`config.mk`:
```
export PLATFORM = sky130hd
export DESIGN_NAME = bblu_top
export DESIGN_NICKNAME = d
export VERILOG_FILES = /design/src/bblu_pkg.sv /design/src/bblu_sect_if.sv /design/src/bblu_section.sv /design/src/bblu_top.sv
export VERILOG_INCLUDE_DIRS = /design/src
export SDC_FILE = /design/constraint.sdc
export NUM_CORES = 1
export LEC_CHECK = 0
export BUFFER_PORTS_ARGS = -buffer_cell sky130_fd_sc_hd__buf_2
export CORE_AREA = 2 2 242 244
export DETAILED_ROUTE_END_ITERATION = 7
export DIE_AREA = 0 0 244 246
export GPL_ROUTABILITY_DRIVEN = 0
export MAX_ROUTING_LAYER = met4
export PLACE_DENSITY = 0.44
export SETUP_SLACK_MARGIN = 0.4
export SLEW_MARGIN = 20
export SYNTH_ARGS = -nofsm -noshare
export SYNTH_HDL_FRONTEND = slang
export SYNTH_SLANG_ARGS = --single-unit
```
`constraint.sdc`:
```
create_clock -name i_ref_clk -period 1.45 [get_ports i_ref_clk]
set_input_delay 0.2175 -clock i_ref_clk [delete_from_list [all_inputs] [get_ports i_ref_clk]]
set_output_delay 0.2175 -clock i_ref_clk [all_outputs]
set_load 0.005 [all_outputs]
```
`src/bblu_cfg.svh`:
```
// constants for the bus branching and loop-around unit
`ifndef BBLU_CFG_SVH
`define BBLU_CFG_SVH
`define BBLU_ADDR_W      16
`define BBLU_WRITE_W     40
`define BBLU_POLL_W      8
`define BBLU_REPLY_W     32
`define BBLU_FWD_W       64
`define BBLU_ADDR_LSB    0
`define BBLU_WRITE_LSB   16
`define BBLU_POLL_LSB    56
`define BBLU_BRANCHES    4
`define BBLU_SECT_W      12
`define BBLU_LOOP_W      24
`define BBLU_MAPS        3
`define BBLU_IDX_W       6
`define BBLU_TABLE_W     432
`define BBLU_POLL_HIGH   3
`define BBLU_POLL_LOW    4
`define BBLU_POLL_SEIZE  5
`define BBLU_POLL_DIGIT  6
`define BBLU_MAP_INHIBIT 2'h0
`define BBLU_MAP_ONE     2'h1
`define BBLU_MAP_TWO     2'h2
`define BBLU_MAP_THREE   2'h3
`endif

```
`src/bblu_pkg.sv`:
```
// types and default mapping table for the branching loop-around unit
`include "bblu_cfg.svh"
package bblu_pkg;
   typedef enum logic [1:0] {
      BBLU_INHIBIT = `BBLU_MAP_INHIBIT,
      BBLU_MAP1    = `BBLU_MAP_ONE,
      BBLU_MAP2    = `BBLU_MAP_TWO,
      BBLU_MAP3    = `BBLU_MAP_THREE
   } bblu_map_e;

   typedef logic [`BBLU_FWD_W-1:0]   bblu_fwd_t;
   typedef logic [`BBLU_TABLE_W-1:0] bblu_table_t;

   // default: mapping m, capture bit i takes forward bit (24*m + i) mod 64
   function automatic bblu_table_t bblu_default_table();
      bblu_table_t t;
      int          n;
      t = '0;
      for (int m = 0; m < `BBLU_MAPS; m++) begin
         for (int i = 0; i < `BBLU_LOOP_W; i++) begin
            n = (m * `BBLU_LOOP_W + i) % `BBLU_FWD_W;
            t[(m * `BBLU_LOOP_W + i) * `BBLU_IDX_W +: `BBLU_IDX_W] = n[`BBLU_IDX_W-1:0];
         end
      end
      return t;
   endfunction : bblu_default_table
endpackage : bblu_pkg

```
`src/bblu_sect_if.sv`:
```
// carrier between the top and one 12-bit loop-around section
`timescale 1ns/1ns
`include "bblu_cfg.svh"
interface bblu_sect_if;
   logic [3:0]                           map_pls;  // inhibit, map1, map2, map3
   logic                                 en;
   logic [`BBLU_MAPS-1:0][`BBLU_SECT_W-1:0] cand;  // candidate bits per mapping
   logic [`BBLU_SECT_W-1:0]              word;     // gated captured word
   logic                                 clearing;

   modport sect (input map_pls, input en, input cand, output word, output clearing);
   modport top  (output map_pls, output en, output cand, input word, input clearing);
endinterface : bblu_sect_if

```
`src/bblu_section.sv`:
```
// one 12-bit section of a loop-around capture register
`timescale 1ns/1ns
`include "bblu_cfg.svh"
module bblu_section (
   input wire logic   i_ref_clk,
   input wire logic   i_rst_b,
   bblu_sect_if.sect  s
);
   bblu_pkg::bblu_map_e     map_ff;
   logic [4:0]              prev_ff;
   logic                    clr_ff;
   logic [`BBLU_SECT_W-1:0] cap_ff;
   logic [4:0]              pls_now;
   logic                    trailing;
   logic                    nxt_clr;
   logic [`BBLU_SECT_W-1:0] sel_bits;
   logic [`BBLU_SECT_W-1:0] nxt_cap;

   // trailing edge of enable or any mapping-select pulse
   assign pls_now  = {s.en, s.map_pls};
   assign trailing = |(prev_ff & ~pls_now);

   // mapping state decides which bits the gated inputs see
   // inhibit keeps every gated input closed
   assign sel_bits = (map_ff == bblu_pkg::BBLU_MAP1) ? s.cand[0] :
                     (map_ff == bblu_pkg::BBLU_MAP2) ? s.cand[1] :
                     (map_ff == bblu_pkg::BBLU_MAP3) ? s.cand[2] : '0;

   // edge sets clearing; drops once all twelve bits are zero
   assign nxt_clr = trailing | (clr_ff & (cap_ff != '0));

   // set-only capture held until the next clearing
   // every bit has its own gated input
   assign nxt_cap = clr_ff ? '0 : (cap_ff | sel_bits);

   // enable gates the captured word, or zeros, toward the reply path
   assign s.word     = s.en ? cap_ff : '0;
   assign s.clearing = clr_ff;

   // each select pulse loads its own state; inhibit wins a tie
   always_ff @(posedge i_ref_clk or negedge i_rst_b) begin
      if (!i_rst_b) begin
         map_ff <= bblu_pkg::BBLU_INHIBIT;
      end else if (s.map_pls[0]) begin
         map_ff <= bblu_pkg::BBLU_INHIBIT;
      end else if (s.map_pls[1]) begin
         map_ff <= bblu_pkg::BBLU_MAP1;
      end else if (s.map_pls[2]) begin
         map_ff <= bblu_pkg::BBLU_MAP2;
      end else if (s.map_pls[3]) begin
         map_ff <= bblu_pkg::BBLU_MAP3;
      end
   end

   // capture, clearing and edge history
   always_ff @(posedge i_ref_clk or negedge i_rst_b) begin
      if (!i_rst_b) begin
         prev_ff <= 5'h00;
         clr_ff  <= 1'b0;
         cap_ff  <= 12'h000;
      end else begin
         prev_ff <= pls_now;
         clr_ff  <= nxt_clr;
         cap_ff  <= nxt_cap;
      end
   end
endmodule : bblu_section

```
`src/bblu_top.sv`:
```
// branching and loop-around unit for one peripheral bus
`timescale 1ns/1ns
`include "bblu_cfg.svh"
module bblu_top #(
   parameter bblu_pkg::bblu_table_t MAP_TABLE = bblu_pkg::bblu_default_table()
) (
   input  wire logic                                          i_ref_clk,
   input  wire logic                                          i_rst_b,
   input  wire logic [`BBLU_ADDR_W-1:0]                       i_addr_grp,
   input  wire logic [`BBLU_WRITE_W-1:0]                      i_write_grp,
   input  wire logic [`BBLU_POLL_W-1:0]                       i_poll_grp,
   output logic      [`BBLU_ADDR_W-1:0]                       o_addr_thru,
   output logic      [`BBLU_WRITE_W-1:0]                      o_write_thru,
   output logic      [`BBLU_POLL_W-1:0]                       o_poll_thru,
   output logic      [`BBLU_BRANCHES-1:0][`BBLU_ADDR_W-1:0]   o_br_addr,
   output logic      [`BBLU_BRANCHES-1:0][`BBLU_WRITE_W-1:0]  o_br_write,
   output logic      [`BBLU_BRANCHES-1:0][`BBLU_POLL_W-1:0]   o_br_poll,
   input  wire logic [`BBLU_BRANCHES-1:0]                     i_exp_poll_sel,
   input  wire logic [3:0]                                    i_exp_poll,
   input  wire logic [`BBLU_BRANCHES-1:0][`BBLU_REPLY_W-1:0]  i_br_reply,
   input  wire logic [`BBLU_REPLY_W-1:0]                      i_reply_chain,
   output logic      [`BBLU_REPLY_W-1:0]                      o_reply,
   input  wire logic [1:0]                                    i_loop_en_ab,
   input  wire logic [1:0]                                    i_loop_en_cd,
   input  wire logic [1:0][3:0]                               i_map_sel,
   output logic      [1:0][3:0]                               o_map_sel_thru,
   input  wire logic [1:0]                                    i_clamp_set,
   input  wire logic [1:0]                                    i_clamp_clr,
   output logic      [1:0]                                    o_clamp_set_thru,
   output logic      [1:0]                                    o_clamp_clr_thru,
   output logic                                               o_clamp,
   output logic      [3:0]                                    o_clearing
);
   bblu_pkg::bblu_fwd_t                     fwd_in;
   bblu_pkg::bblu_fwd_t                     copy_ff [2];
   bblu_pkg::bblu_fwd_t                     br_ff   [`BBLU_BRANCHES];
   logic [`BBLU_REPLY_W-1:0]                nxt_reply;
   logic [`BBLU_REPLY_W-1:0]                br_or;
   logic [`BBLU_REPLY_W-1:0]                loop_field;
   logic [1:0][`BBLU_LOOP_W-1:0]            loop_word;
   logic [3:0]                              map_any;
   logic [1:0]                              loop_en;
   logic                                    clamp_ff;
   logic                                    nxt_clamp;
   logic [3:0]                              clearing;
   logic                                    clamp_set_any;
   logic                                    clamp_clr_any;
   logic [`BBLU_REPLY_W-1:0]                reply_local;
   logic [`BBLU_LOOP_W-1:0]                 loop_any;

   // one carrier per section: A/B low, A/B high, C/D low, C/D high
   bblu_sect_if sect_if [4] ();

   assign fwd_in = {i_poll_grp, i_write_grp, i_addr_grp};

   // either control's copy of a select pulse counts
   assign map_any = i_map_sel[0] | i_map_sel[1];
   assign loop_en = {|i_loop_en_cd, |i_loop_en_ab};

   // copy 0 drives branches A and B
   always_ff @(posedge i_ref_clk or negedge i_rst_b) begin
      if (!i_rst_b) begin
         copy_ff[0] <= 64'h0;
      end else begin
         copy_ff[0] <= fwd_in;
      end
   end

   // copy 1 drives C and D; its own flop so one fault cannot reach all four
   always_ff @(posedge i_ref_clk or negedge i_rst_b) begin
      if (!i_rst_b) begin
         copy_ff[1] <= 64'h0;
      end else begin
         copy_ff[1] <= fwd_in;
      end
   end

   // copy 0 feeds A and B, copy 1 feeds C and D
   // expanded branches swap in substitute poll bits after the tap
   genvar b;
   generate
      for (b = 0; b < `BBLU_BRANCHES; b++) begin : g_br
         bblu_pkg::bblu_fwd_t br_nxt;
         always_comb begin
            br_nxt = copy_ff[b / 2];
            if (i_exp_poll_sel[b]) begin
               br_nxt[`BBLU_POLL_LSB + `BBLU_POLL_HIGH]  = i_exp_poll[0];
               br_nxt[`BBLU_POLL_LSB + `BBLU_POLL_LOW]   = i_exp_poll[1];
               br_nxt[`BBLU_POLL_LSB + `BBLU_POLL_SEIZE] = i_exp_poll[2];
               br_nxt[`BBLU_POLL_LSB + `BBLU_POLL_DIGIT] = i_exp_poll[3];
            end
         end
         always_ff @(posedge i_ref_clk or negedge i_rst_b) begin
            if (!i_rst_b) begin
               br_ff[b] <= 64'h0;
            end else begin
               br_ff[b] <= br_nxt;
            end
         end
         assign o_br_addr[b]  = br_ff[b][`BBLU_ADDR_LSB +: `BBLU_ADDR_W];
         assign o_br_write[b] = br_ff[b][`BBLU_WRITE_LSB +: `BBLU_WRITE_W];
         assign o_br_poll[b]  = br_ff[b][`BBLU_POLL_LSB +: `BBLU_POLL_W];
      end
   endgenerate

   // two circuits of two sections each; tap is the unsubstituted copy
   // candidate bits come from the mapping table
   // each circuit sees only this bus, so loop data never crosses buses
   genvar s, m, i;
   generate
      for (s = 0; s < 4; s++) begin : g_sect
         // every section takes the same select pulses
         assign sect_if[s].map_pls = map_any;
         assign sect_if[s].en      = loop_en[s / 2];
         for (m = 0; m < `BBLU_MAPS; m++) begin : g_map
            for (i = 0; i < `BBLU_SECT_W; i++) begin : g_bit
               localparam int ENT = m * `BBLU_LOOP_W + (s % 2) * `BBLU_SECT_W + i;
               assign sect_if[s].cand[m][i] =
                  copy_ff[s / 2][MAP_TABLE[ENT * `BBLU_IDX_W +: `BBLU_IDX_W]];
            end
         end
         bblu_section u_section (
            .i_ref_clk (i_ref_clk),
            .i_rst_b   (i_rst_b),
            .s         (sect_if[s])
         );
         assign loop_word[s / 2][(s % 2) * `BBLU_SECT_W +: `BBLU_SECT_W] = sect_if[s].word;
         assign clearing[s] = sect_if[s].clearing;
      end
   endgenerate

   assign br_or = i_br_reply[0] | i_br_reply[1] | i_br_reply[2] | i_br_reply[3];
   // loop words join the concentration in the data field
   assign loop_any   = loop_word[0] | loop_word[1];
   assign loop_field = {8'h00, loop_any};
   // clamp blocks this unit's inputs; the chain still passes
   assign reply_local = clamp_ff ? 32'h0 : (br_or | loop_field);
   assign nxt_reply   = i_reply_chain | reply_local;
   assign clamp_set_any = |i_clamp_set;
   assign clamp_clr_any = |i_clamp_clr;
   // set beats clear when both arrive
   assign nxt_clamp = clamp_set_any | (clamp_ff & ~clamp_clr_any);

   // primary reply driver, flopped so the output is clean
   always_ff @(posedge i_ref_clk or negedge i_rst_b) begin
      if (!i_rst_b) begin
         o_reply <= 32'h0;
      end else begin
         o_reply <= nxt_reply;
      end
   end

   always_ff @(posedge i_ref_clk or negedge i_rst_b) begin
      if (!i_rst_b) begin
         clamp_ff <= 1'b0;
      end else begin
         clamp_ff <= nxt_clamp;
      end
   end

   // chained pulse leads; one cycle of lag per unit buys flopped outputs
   always_ff @(posedge i_ref_clk or negedge i_rst_b) begin
      if (!i_rst_b) begin
         o_map_sel_thru   <= 8'h00;
         o_clamp_set_thru <= 2'h0;
         o_clamp_clr_thru <= 2'h0;
      end else begin
         o_map_sel_thru   <= i_map_sel;
         o_clamp_set_thru <= i_clamp_set;
         o_clamp_clr_thru <= i_clamp_clr;
      end
   end

   // primary forward groups continue to the next unit
   always_ff @(posedge i_ref_clk or negedge i_rst_b) begin
      if (!i_rst_b) begin
         o_addr_thru  <= 16'h0;
         o_write_thru <= 40'h0;
         o_poll_thru  <= 8'h00;
      end else begin
         o_addr_thru  <= i_addr_grp;
         o_write_thru <= i_write_grp;
         o_poll_thru  <= i_poll_grp;
      end
   end

   // clearing flops shown one cycle behind
   always_ff @(posedge i_ref_clk or negedge i_rst_b) begin
      if (!i_rst_b) begin
         o_clearing <= 4'h0;
      end else begin
         o_clearing <= clearing;
      end
   end

   assign o_clamp = clamp_ff;
endmodule : bblu_top

```
[Word level (Yosys, flattened, before mapping)]
Index checks and enable logic that the tools add are counted.
Cells by class
  equality and inequality tests: 3
  multiplexer cells: 23
  bitwise operators: 26
  reductions and logical operators: 11
Operators with widths (number)
  12-bit two-way mux: 14
  32-bit bitwise OR: 4
  12-bit bitwise OR: 4
  12-bit nonzero test: 4
  32-bit two-way mux: 1
  32-bit by 24-bit bitwise OR with 32-bit output: 1
  24-bit bitwise OR: 1
  4-bit two-way mux: 4
  5-bit AND: 2
  5-bit inverter: 2
  5-bit OR reduction: 2
  2-bit two-way mux: 4
  2-bit OR reduction: 4
  1-bit AND: 5
  1-bit bitwise OR: 5
  2-bit == test (second input constant): 2
  4-bit bitwise OR: 1
  4-bit nonzero test: 1
  2-bit by 1-bit == test with 1-bit output (second input constant): 1
  1-bit inverter: 1
Storage, ports and cells
  register bits: 497
  input bits: 250
  output and inout port bits: 369
  logic and storage cells: 89

[Depth between registers and ports, before layout]
Gate-level depths: netlist (run 1).
  depth after elaboration: 6
  depth in mapped cells: 6
  gate-level depth less buffers: 4

[Hierarchy]
A second synthesis (run 1) with hierarchy kept.
Second synthesis, totals
  cells, all modules: 929
  area, all modules: 12014.0 µm²
Modules (own cells, without submodules)
  bblu_top: times used 1, cells each 568, area each 7682.4 µm², seq. area each 4729.5 µm²
  bblu_section at g_sect[1].u_section ...: times used 3, cells each 90, area each 1082.3 µm², seq. area each 500.5 µm²
  bblu_section at g_sect[0].u_section: times used 1, cells each 91, area each 1084.8 µm², seq. area each 500.5 µm²

[Worst setup path before layout (run 1)]
No wires, ideal clock.
  kind: reg2reg
  start point: reg g_sect[0].u_section.cap_ff[10]
  end point: reg g_sect[0].u_section.clr_ff
  library setup time: 0.159 ns
  arrival: 1.184 ns
  path slack: 0.107 ns
  stages on the path, launching flop included: 4
  buffers on the path: 0
  path through: dfrtp_1 or4_1 o31ai_1 nand3_1
On the way
  longest elaborated chain between the ends: 3
Ends and longest elaborated chain
  from (decl): line bblu_section.sv:12  | logic [`BBLU_SECT_W-1:0] cap_ff;
  from (signal assigned): line bblu_section.sv:64  | cap_ff <= nxt_cap;
  12-bit nonzero test: line bblu_section.sv:30  | assign nxt_clr = trailing | (clr_ff & (cap_ff != '0));
  1-bit AND: line bblu_section.sv:30
  1-bit bitwise OR: line bblu_section.sv:30
  via g_sect[0].u_section.nxt_clr: line bblu_section.sv:15  | logic nxt_clr;
  to (signal assigned): line bblu_section.sv:63  | clr_ff <= nxt_clr;
  to (decl): line bblu_section.sv:11  | logic clr_ff;
The timed path passes the listed nets, and every way through them passes these cells.
A chain may end at the register's enable or synchronous reset.

[Worst setup path in the final report (run 1)]
  start point: reg o_write_thru[35]
  end point: out o_write_thru[35]
RTL lines
  from (decl): line bblu_top.sv:13  | output logic [`BBLU_WRITE_W-1:0] o_write_thru,
  from (signal assigned): line bblu_top.sv:182  | o_write_thru <= i_write_grp;
No word-level cell between the ends.

==> results.toml, run 1 <==
[detailed_routing]
vias = 8363
wl_per_cell_um = 18.5
drt-initial-drc-count = 203
ant_nets = 0
drt_pass1_iterations = 5
drc = 0
totalWireLength_mm = 42.0
vias_per_cell = 3.68

[power_and_ir_drop]
power.density_nw_per_um2 = 1090
cellLeakagePower_nw = 8.13
ir_drop_v = 0.000843

[die]
core_um2 = 57400
rows = 88
die_w_um = 244
io_pins = 619
die_area_um2 = 60000
die_y_um = 246
initial_core_util_pct = 17.9

[place]
port_buffers = 618
placed_cell_area_um2 = 13000
place_ws_ns = -0.287
dp_hpwl_mm = 30.2

[clocking]
clock-sinks = 249
cts_tree = "yes"
hold_buffers = 151
htreeDepth = 1
cts.path.max_buffers = 3
clkTransAtPathRegs_ns = 0.06
cts_root_buf = "clkbuf_16"
clk_latency_ns = 0.59
cts_buffers = 31

[grt]
grt_max_degree = 62
antenna_found_initial = 2
grt_util_all_layers_pct = 13.6
first_global_vias = 8897
grt_remaining_overflow = 0
grt_pass1_wl_mm = 58.3

[critical_path]
slowest_delay_ns = 0.39
cp.arrival_ns = 1.22
critPathKind = "flip-flop to output port"
critPathBufInv = 2
crit_chain = "buf_6 > buf_6"
crit_family = "flip-flops"
end_kind = "output port"
cpMaxStageDelayCell = "dfrtp_1"
critPathRequiredTime_ns = 1.23
cpMostUsedCell = "buf_6"
cp_max_fo = 2
worst_setup_path_start_kind = "flip-flop"

[timing]
whs_ns = -0.0136
fin_ws_ns = 0.0110
rsz0062_at_grt = "true"
setup_viol = 0
hold_viol_final = 3
fmax_mhz = 695
finClkSkew_ns = 0.0217
final.period_utilization_pct = 99.2
relSlewSlack_pct = 49.7
maxSlewViolCount = 0
tightestPinTransition_ns = 0.755
finalCriticalPeriod_ns = 1.44

[final_layout]
final_area_um2 = 17000
nNetsFinal = 1731
area_delta_synth_final_pct = 66.2
drive_above_1_share_pct = 65.7

[yosys]
netlist_area_um2 = 10200
synth-seq-area-share_pct = 60.8
syn_inst = 801
synth_top_family_by_area = "buffers and inverters"
synthSimpleGateAreaFrac_pct = 4.08
synthMuxAreaShare_pct = 4.40
synthXorXnorAreaFrac_pct = 0
synth_cell_types = 25
yosysWarnings = 0
syn-num-nets = 1051
syn_area_per_cell_um2 = 12.8
synth-seq-cells = 249
synth_compound_area_share_pct = 10.0
synthAdderAreaFrac_pct = 0

[run_status]
violations = "hold timing"
outcome = "finished with violations"

[hold_path]
worstHoldPathType = "primary input to flip-flop"

[flow_run]
max-cap-violations = 0
-- sequential cells by signal (all words and copies together), names as in the netlist --
| register | flops |
|---|---|
| o_clamp | 1 |
| o_clamp_clr_thru | 2 |
| g_sect.u_section.s.clearing | 4 |
| o_clearing | 4 |
| o_br_write | 40 |
| o_write_thru | 39 |
| g_sect.u_section.prev_ff | 6 |
| o_br_poll | 20 |
| g_sect.u_section.map_ff | 2 |
| o_clamp_set_thru | 2 |
| o_br_addr | 16 |
| g_sect.u_section.cap_ff | 48 |
| copy_ff | 3 |
| o_addr_thru | 15 |
| o_reply | 32 |
| o_map_sel_thru | 8 |
| o_poll_thru | 7 |
-- synthesized netlist by cell type, drive strengths merged --
master	number	share of area, %
buf	250	18
dfrtp	249	61
inv	52	1.9
a21oi	49	2.4
mux2	40	4.4
or4	36	2.6
o21bai	33	2.4
a221oi	24	2.1
a22oi	24	2.7
clkbuf	11	0.40
nor4	8	0.49
nor2	5	0.18
nand3	4	0.20
o31ai	4	0.29
nor3b	3	0.22
nand2	2	0.073
nor3	2	0.098
or2	2	0.12
a2111oi	1	0.098
a211o	1	0.085
nor2b	1	0.061
-- tightest hold or removal path, delay by kind of cell --
kind / cells / cell delay [ns]
AOI/OAI and AO/OA: 2 / 0.13
buffers and inverters: 1 / 0.07
and+or+nand+nor: 1 / 0.11
-- worst paths after layout --
kind	startpoint	endpoint	slack, ns	depth (start not counted)
max	o_write_thru[35]$_DFF_PN0_	o_write_thru[35]	0.01	2
max in group asynchronous	i_rst_b	o_addr_thru[5]$_DFF_PN0_	0.73	4
min in group asynchronous	i_rst_b	o_map_sel_thru[7]$_DFF_PN0_	0.07	2
max reg2reg	g_sect[3].u_section.map_ff[1]$_DFFE_PN0P_	g_sect[3].u_section.cap_ff[11]$_DFF_PN0_	0.02	5
min reg2reg	o_write_thru[31]$_DFF_PN0_	o_br_write[151]$_DFF_PN0_	0.40	0
min	i_br_reply[107]	o_reply[11]$_DFF_PN0_	-0.01	4
-- final cells by class --
type	instances	area, um2
fill	5854	40300
sequential	249	6280
timing repair buffer	908	6100
multi-input combinational	239	2470
tap	765	957
clock buffer	47	926
inverter	52	195
clock inverter	9	108
antenna	2	5.00
-- layer usage --
layer / global-route usage [%] / vias to the layer above / routed length, um
met2: 24.5 / 377 / 21900
met1: 15.3 / 4045 / 16600
met4: 3.82 / 0 / 1210
met3: 2.85 / 73 / 2320
li1: - / 3868 / -
met5: - / - / 0
-- metrics by stage --
stage	instances	TNS (ns)	power (mW)	util [%]	hold WS [ns]
floorplan	801	0	8.87	-	-0.0781
global placement	1962	-4.66	10.1	22.7	0.0693
detailed placement	1962	-5.52	10.1	22.7	0.0687
CTS	2251	-0.131	18.8	28.9	-0.0495
global route	2271	-0.405	19.6	29.7	-0.0388
finish	2271	0	18.6	29.7	-0.0136
-- logic make-up (layout without fill, tap and decap cells) --
logic type / after synthesis / after routing
buf+inv: 313 / 1016
simple gates: 63 / 63
mux: 40 / 40
compound gates: 136 / 136
flops: 249 / 249
other cells: 0 / 2
-- cells in the final DEF, fill, tap and decap left out, types with 24 or more instances in the layout --
cell,n
dfrtp_2,36
buf_2,589
buf_6,47
dlygate4sd3_1,149
clkbuf_16,31
o21bai_1,31
a21oi_1,41
a22oi_2,24
buf_4,104
or4_4,30
inv_1,50
dfrtp_1,212
-- what timing repair did --
item,4_1_cts,5_1_grt
resized for setup,105,58
endpoints found under the setup margin,443,450
setup buffers,82,18
endpoints found under the hold margin,380,11
pin swaps,20,31
-- report_power, final --
group	total (mW)	internal, mW	switching (mW)
clock	7.85	4.72	3.13
combinational	2.90	1.66	1.24
sequential	7.86	7.40	0.461
(Power assumes the default switching activity.)
==> inputs of run 2 (changes only) <==
Settings changed: CORE_AREA 2 2 242 244 to 8 8 233 235, DIE_AREA 0 0 244 246 to 0 0 241 243, PLACE_DENSITY 0.44 to 0.47.
Clock period 1.45 ns to 1.9 ns, I/O delays scaled along.
==> results.toml, run 2 (synthesis gave the netlist of run 1 again) <==
[timing]
fmax_mhz = 643
relSlewSlack_pct = 49.6
tightestPinTransition_ns = 0.756
finalCriticalPeriod_ns = 1.56
hold_viol_final = 0
finClkSkew_ns = 0.0141
tns_ns = 0
final.period_utilization_pct = 81.9
maxSlewViolCount = 0
setup_viol = 0
fin_ws_ns = 0.344
rsz0062_at_grt = "true"

[critical_path]
end_kind = "flip-flop"
r2r_setup_slack_ns = 0.34
r2r_cells = 5
cp_max_fo = 6
cpMaxStageDelayCell = "dfrtp_2"
critPathBufInv = 2
cp.arrival_ns = 1.97
crit_chain = "clkbuf_16 > buf_6 > mux2_4 > a22oi_2 > a21oi_1"
critPathKind = "flip-flop to flip-flop"
crit_family = "flip-flops"
worst_setup_path_start_kind = "flip-flop"
cp.depth = 5
critPathRequiredTime_ns = 2.31
slowest_delay_ns = 0.48

[die]
die_y_um = 243
core_um2 = 50700
die_w_um = 241
rows = 83
die_area_um2 = 58600
io_pins = 619
initial_core_util_pct = 20.2

[detailed_routing]
drt_pass1_iterations = 4
ant_nets = 0
vias = 8103
totalWireLength_mm = 44.0
drc = 0
wl_per_cell_um = 21.1
vias_per_cell = 3.88
drt-initial-drc-count = 281

[clocking]
clkTransAtPathRegs_ns = 0.06
clock-sinks = 249
clk_latency_ns = 0.57
cts_buffers = 31
cts.path.max_buffers = 3
htreeDepth = 1
cts_root_buf = "clkbuf_16"
cts_tree = "yes"

[final_layout]
final_area_um2 = 15700
layout_commonest_cell = "buf_2"
mostFrequentLayoutCells = "buf_2, dfrtp_1, dlygate4sd3_1, inv_1, buf_4"
largest_register_ffs = 48
nNetsFinal = 1635
largest-register = "g_sect.u_section.cap_ff"
drive_above_1_share_pct = 61.4
utilization_pct = 31.0
area_delta_synth_final_pct = 53.1

[hold_path]
worstHoldPathType = "primary input to flip-flop"
hold_path_depth = 2

[power_and_ir_drop]
power.total_mw = 14.3
power.density_nw_per_um2 = 914
cellLeakagePower_nw = 7.48
ir_drop_v = 0.000544

[grt]
grt_remaining_overflow = 0
grt_max_degree = 57
first_global_vias = 9376
grt_pass1_wl_mm = 61.8
grt_util_all_layers_pct = 14.6
antenna_found_initial = 2

[place]
place_ws_ns = -0.000508
port_buffers = 618
dp_hpwl_mm = 33.0
placed_cell_area_um2 = 12500

[run_status]
outcome = "finished clean"

[flow_run]
max-cap-violations = 0
run 2: cell count changes in the layout (fill, tap and decap cells not counted), sizes merged, moves of 2 or more:
| cell | change |
|---|---|
| inv | -2 |
| bufinv | +4 |
| buf | -74 |
| dlymetal6s4s | -2 |
| clkbuf | -3 |
| dlygate4sd3 | -22 |
run 2: per-layer routing:
layer / wire [um] / global-route usage (%) / vias up
met3: 2830 / 2.78 / 61
met2: 23000 / 26.2 / 382
met4: 1300 / 3.88 / 0
met1: 16900 / 16.4 / 3995
met5: 0 / - / -
li1: - / - / 3665
run 2: area by class of cell:
class | instances | area (um2)
inverters | 52 | 195
diodes | 2 | 5.00
well taps | 680 | 851
clock inverters | 13 | 226
fillers | 5167 | 35000
flip-flops and latches | 249 | 6280
clock buffers | 43 | 891
multi-input cells | 240 | 2130
repair buffers | 811 | 5110
run 2: worst paths after layout:
path	startpoint	endpoint
hold reg to reg	o_addr_thru[14]$_DFF_PN0_	o_br_addr[62]$_DFF_PN0_
min in group asynchronous	i_rst_b	o_br_poll[27]$_DFF_PN0_
hold / removal	i_exp_poll_sel[0]	o_br_poll[3]$_DFF_PN0_
setup reg to reg	g_sect[3].u_section.map_ff[1]$_DFFE_PN0P_	g_sect[3].u_section.cap_ff[7]$_DFF_PN0_
max in group asynchronous	i_rst_b	o_addr_thru[2]$_DFF_PN0_
setup / recovery	g_sect[3].u_section.map_ff[1]$_DFFE_PN0P_	g_sect[3].u_section.cap_ff[7]$_DFF_PN0_
run 2: stage by stage:
step                      hold WS (ns)  cells
after floorplan                -0.0106    801
after global placement           0.202   1860
after detailed placement         0.198   1860
after CTS                      0.00675   2085
after global routing            0.0272   2089
final                           0.0566   2090
run 2: power by group:
part / switching [mW] / leakage [nW] / internal, mW
combinational: 0.857 / 4.01 / 1.04
sequential: 0.387 / 2.93 / 5.65
clock: 2.35 / 0.539 / 4.06
total: 3.60 / 7.48 / 10.7
run 2: what timing repair did:
item,in CTS,in global routing
hold endpoints to repair,340,0
setup buffers,39,2
resized for setup,51,43
hold buffers,127,0
setup endpoints to repair,99,55
pin swaps,9,49
cloned,3,1
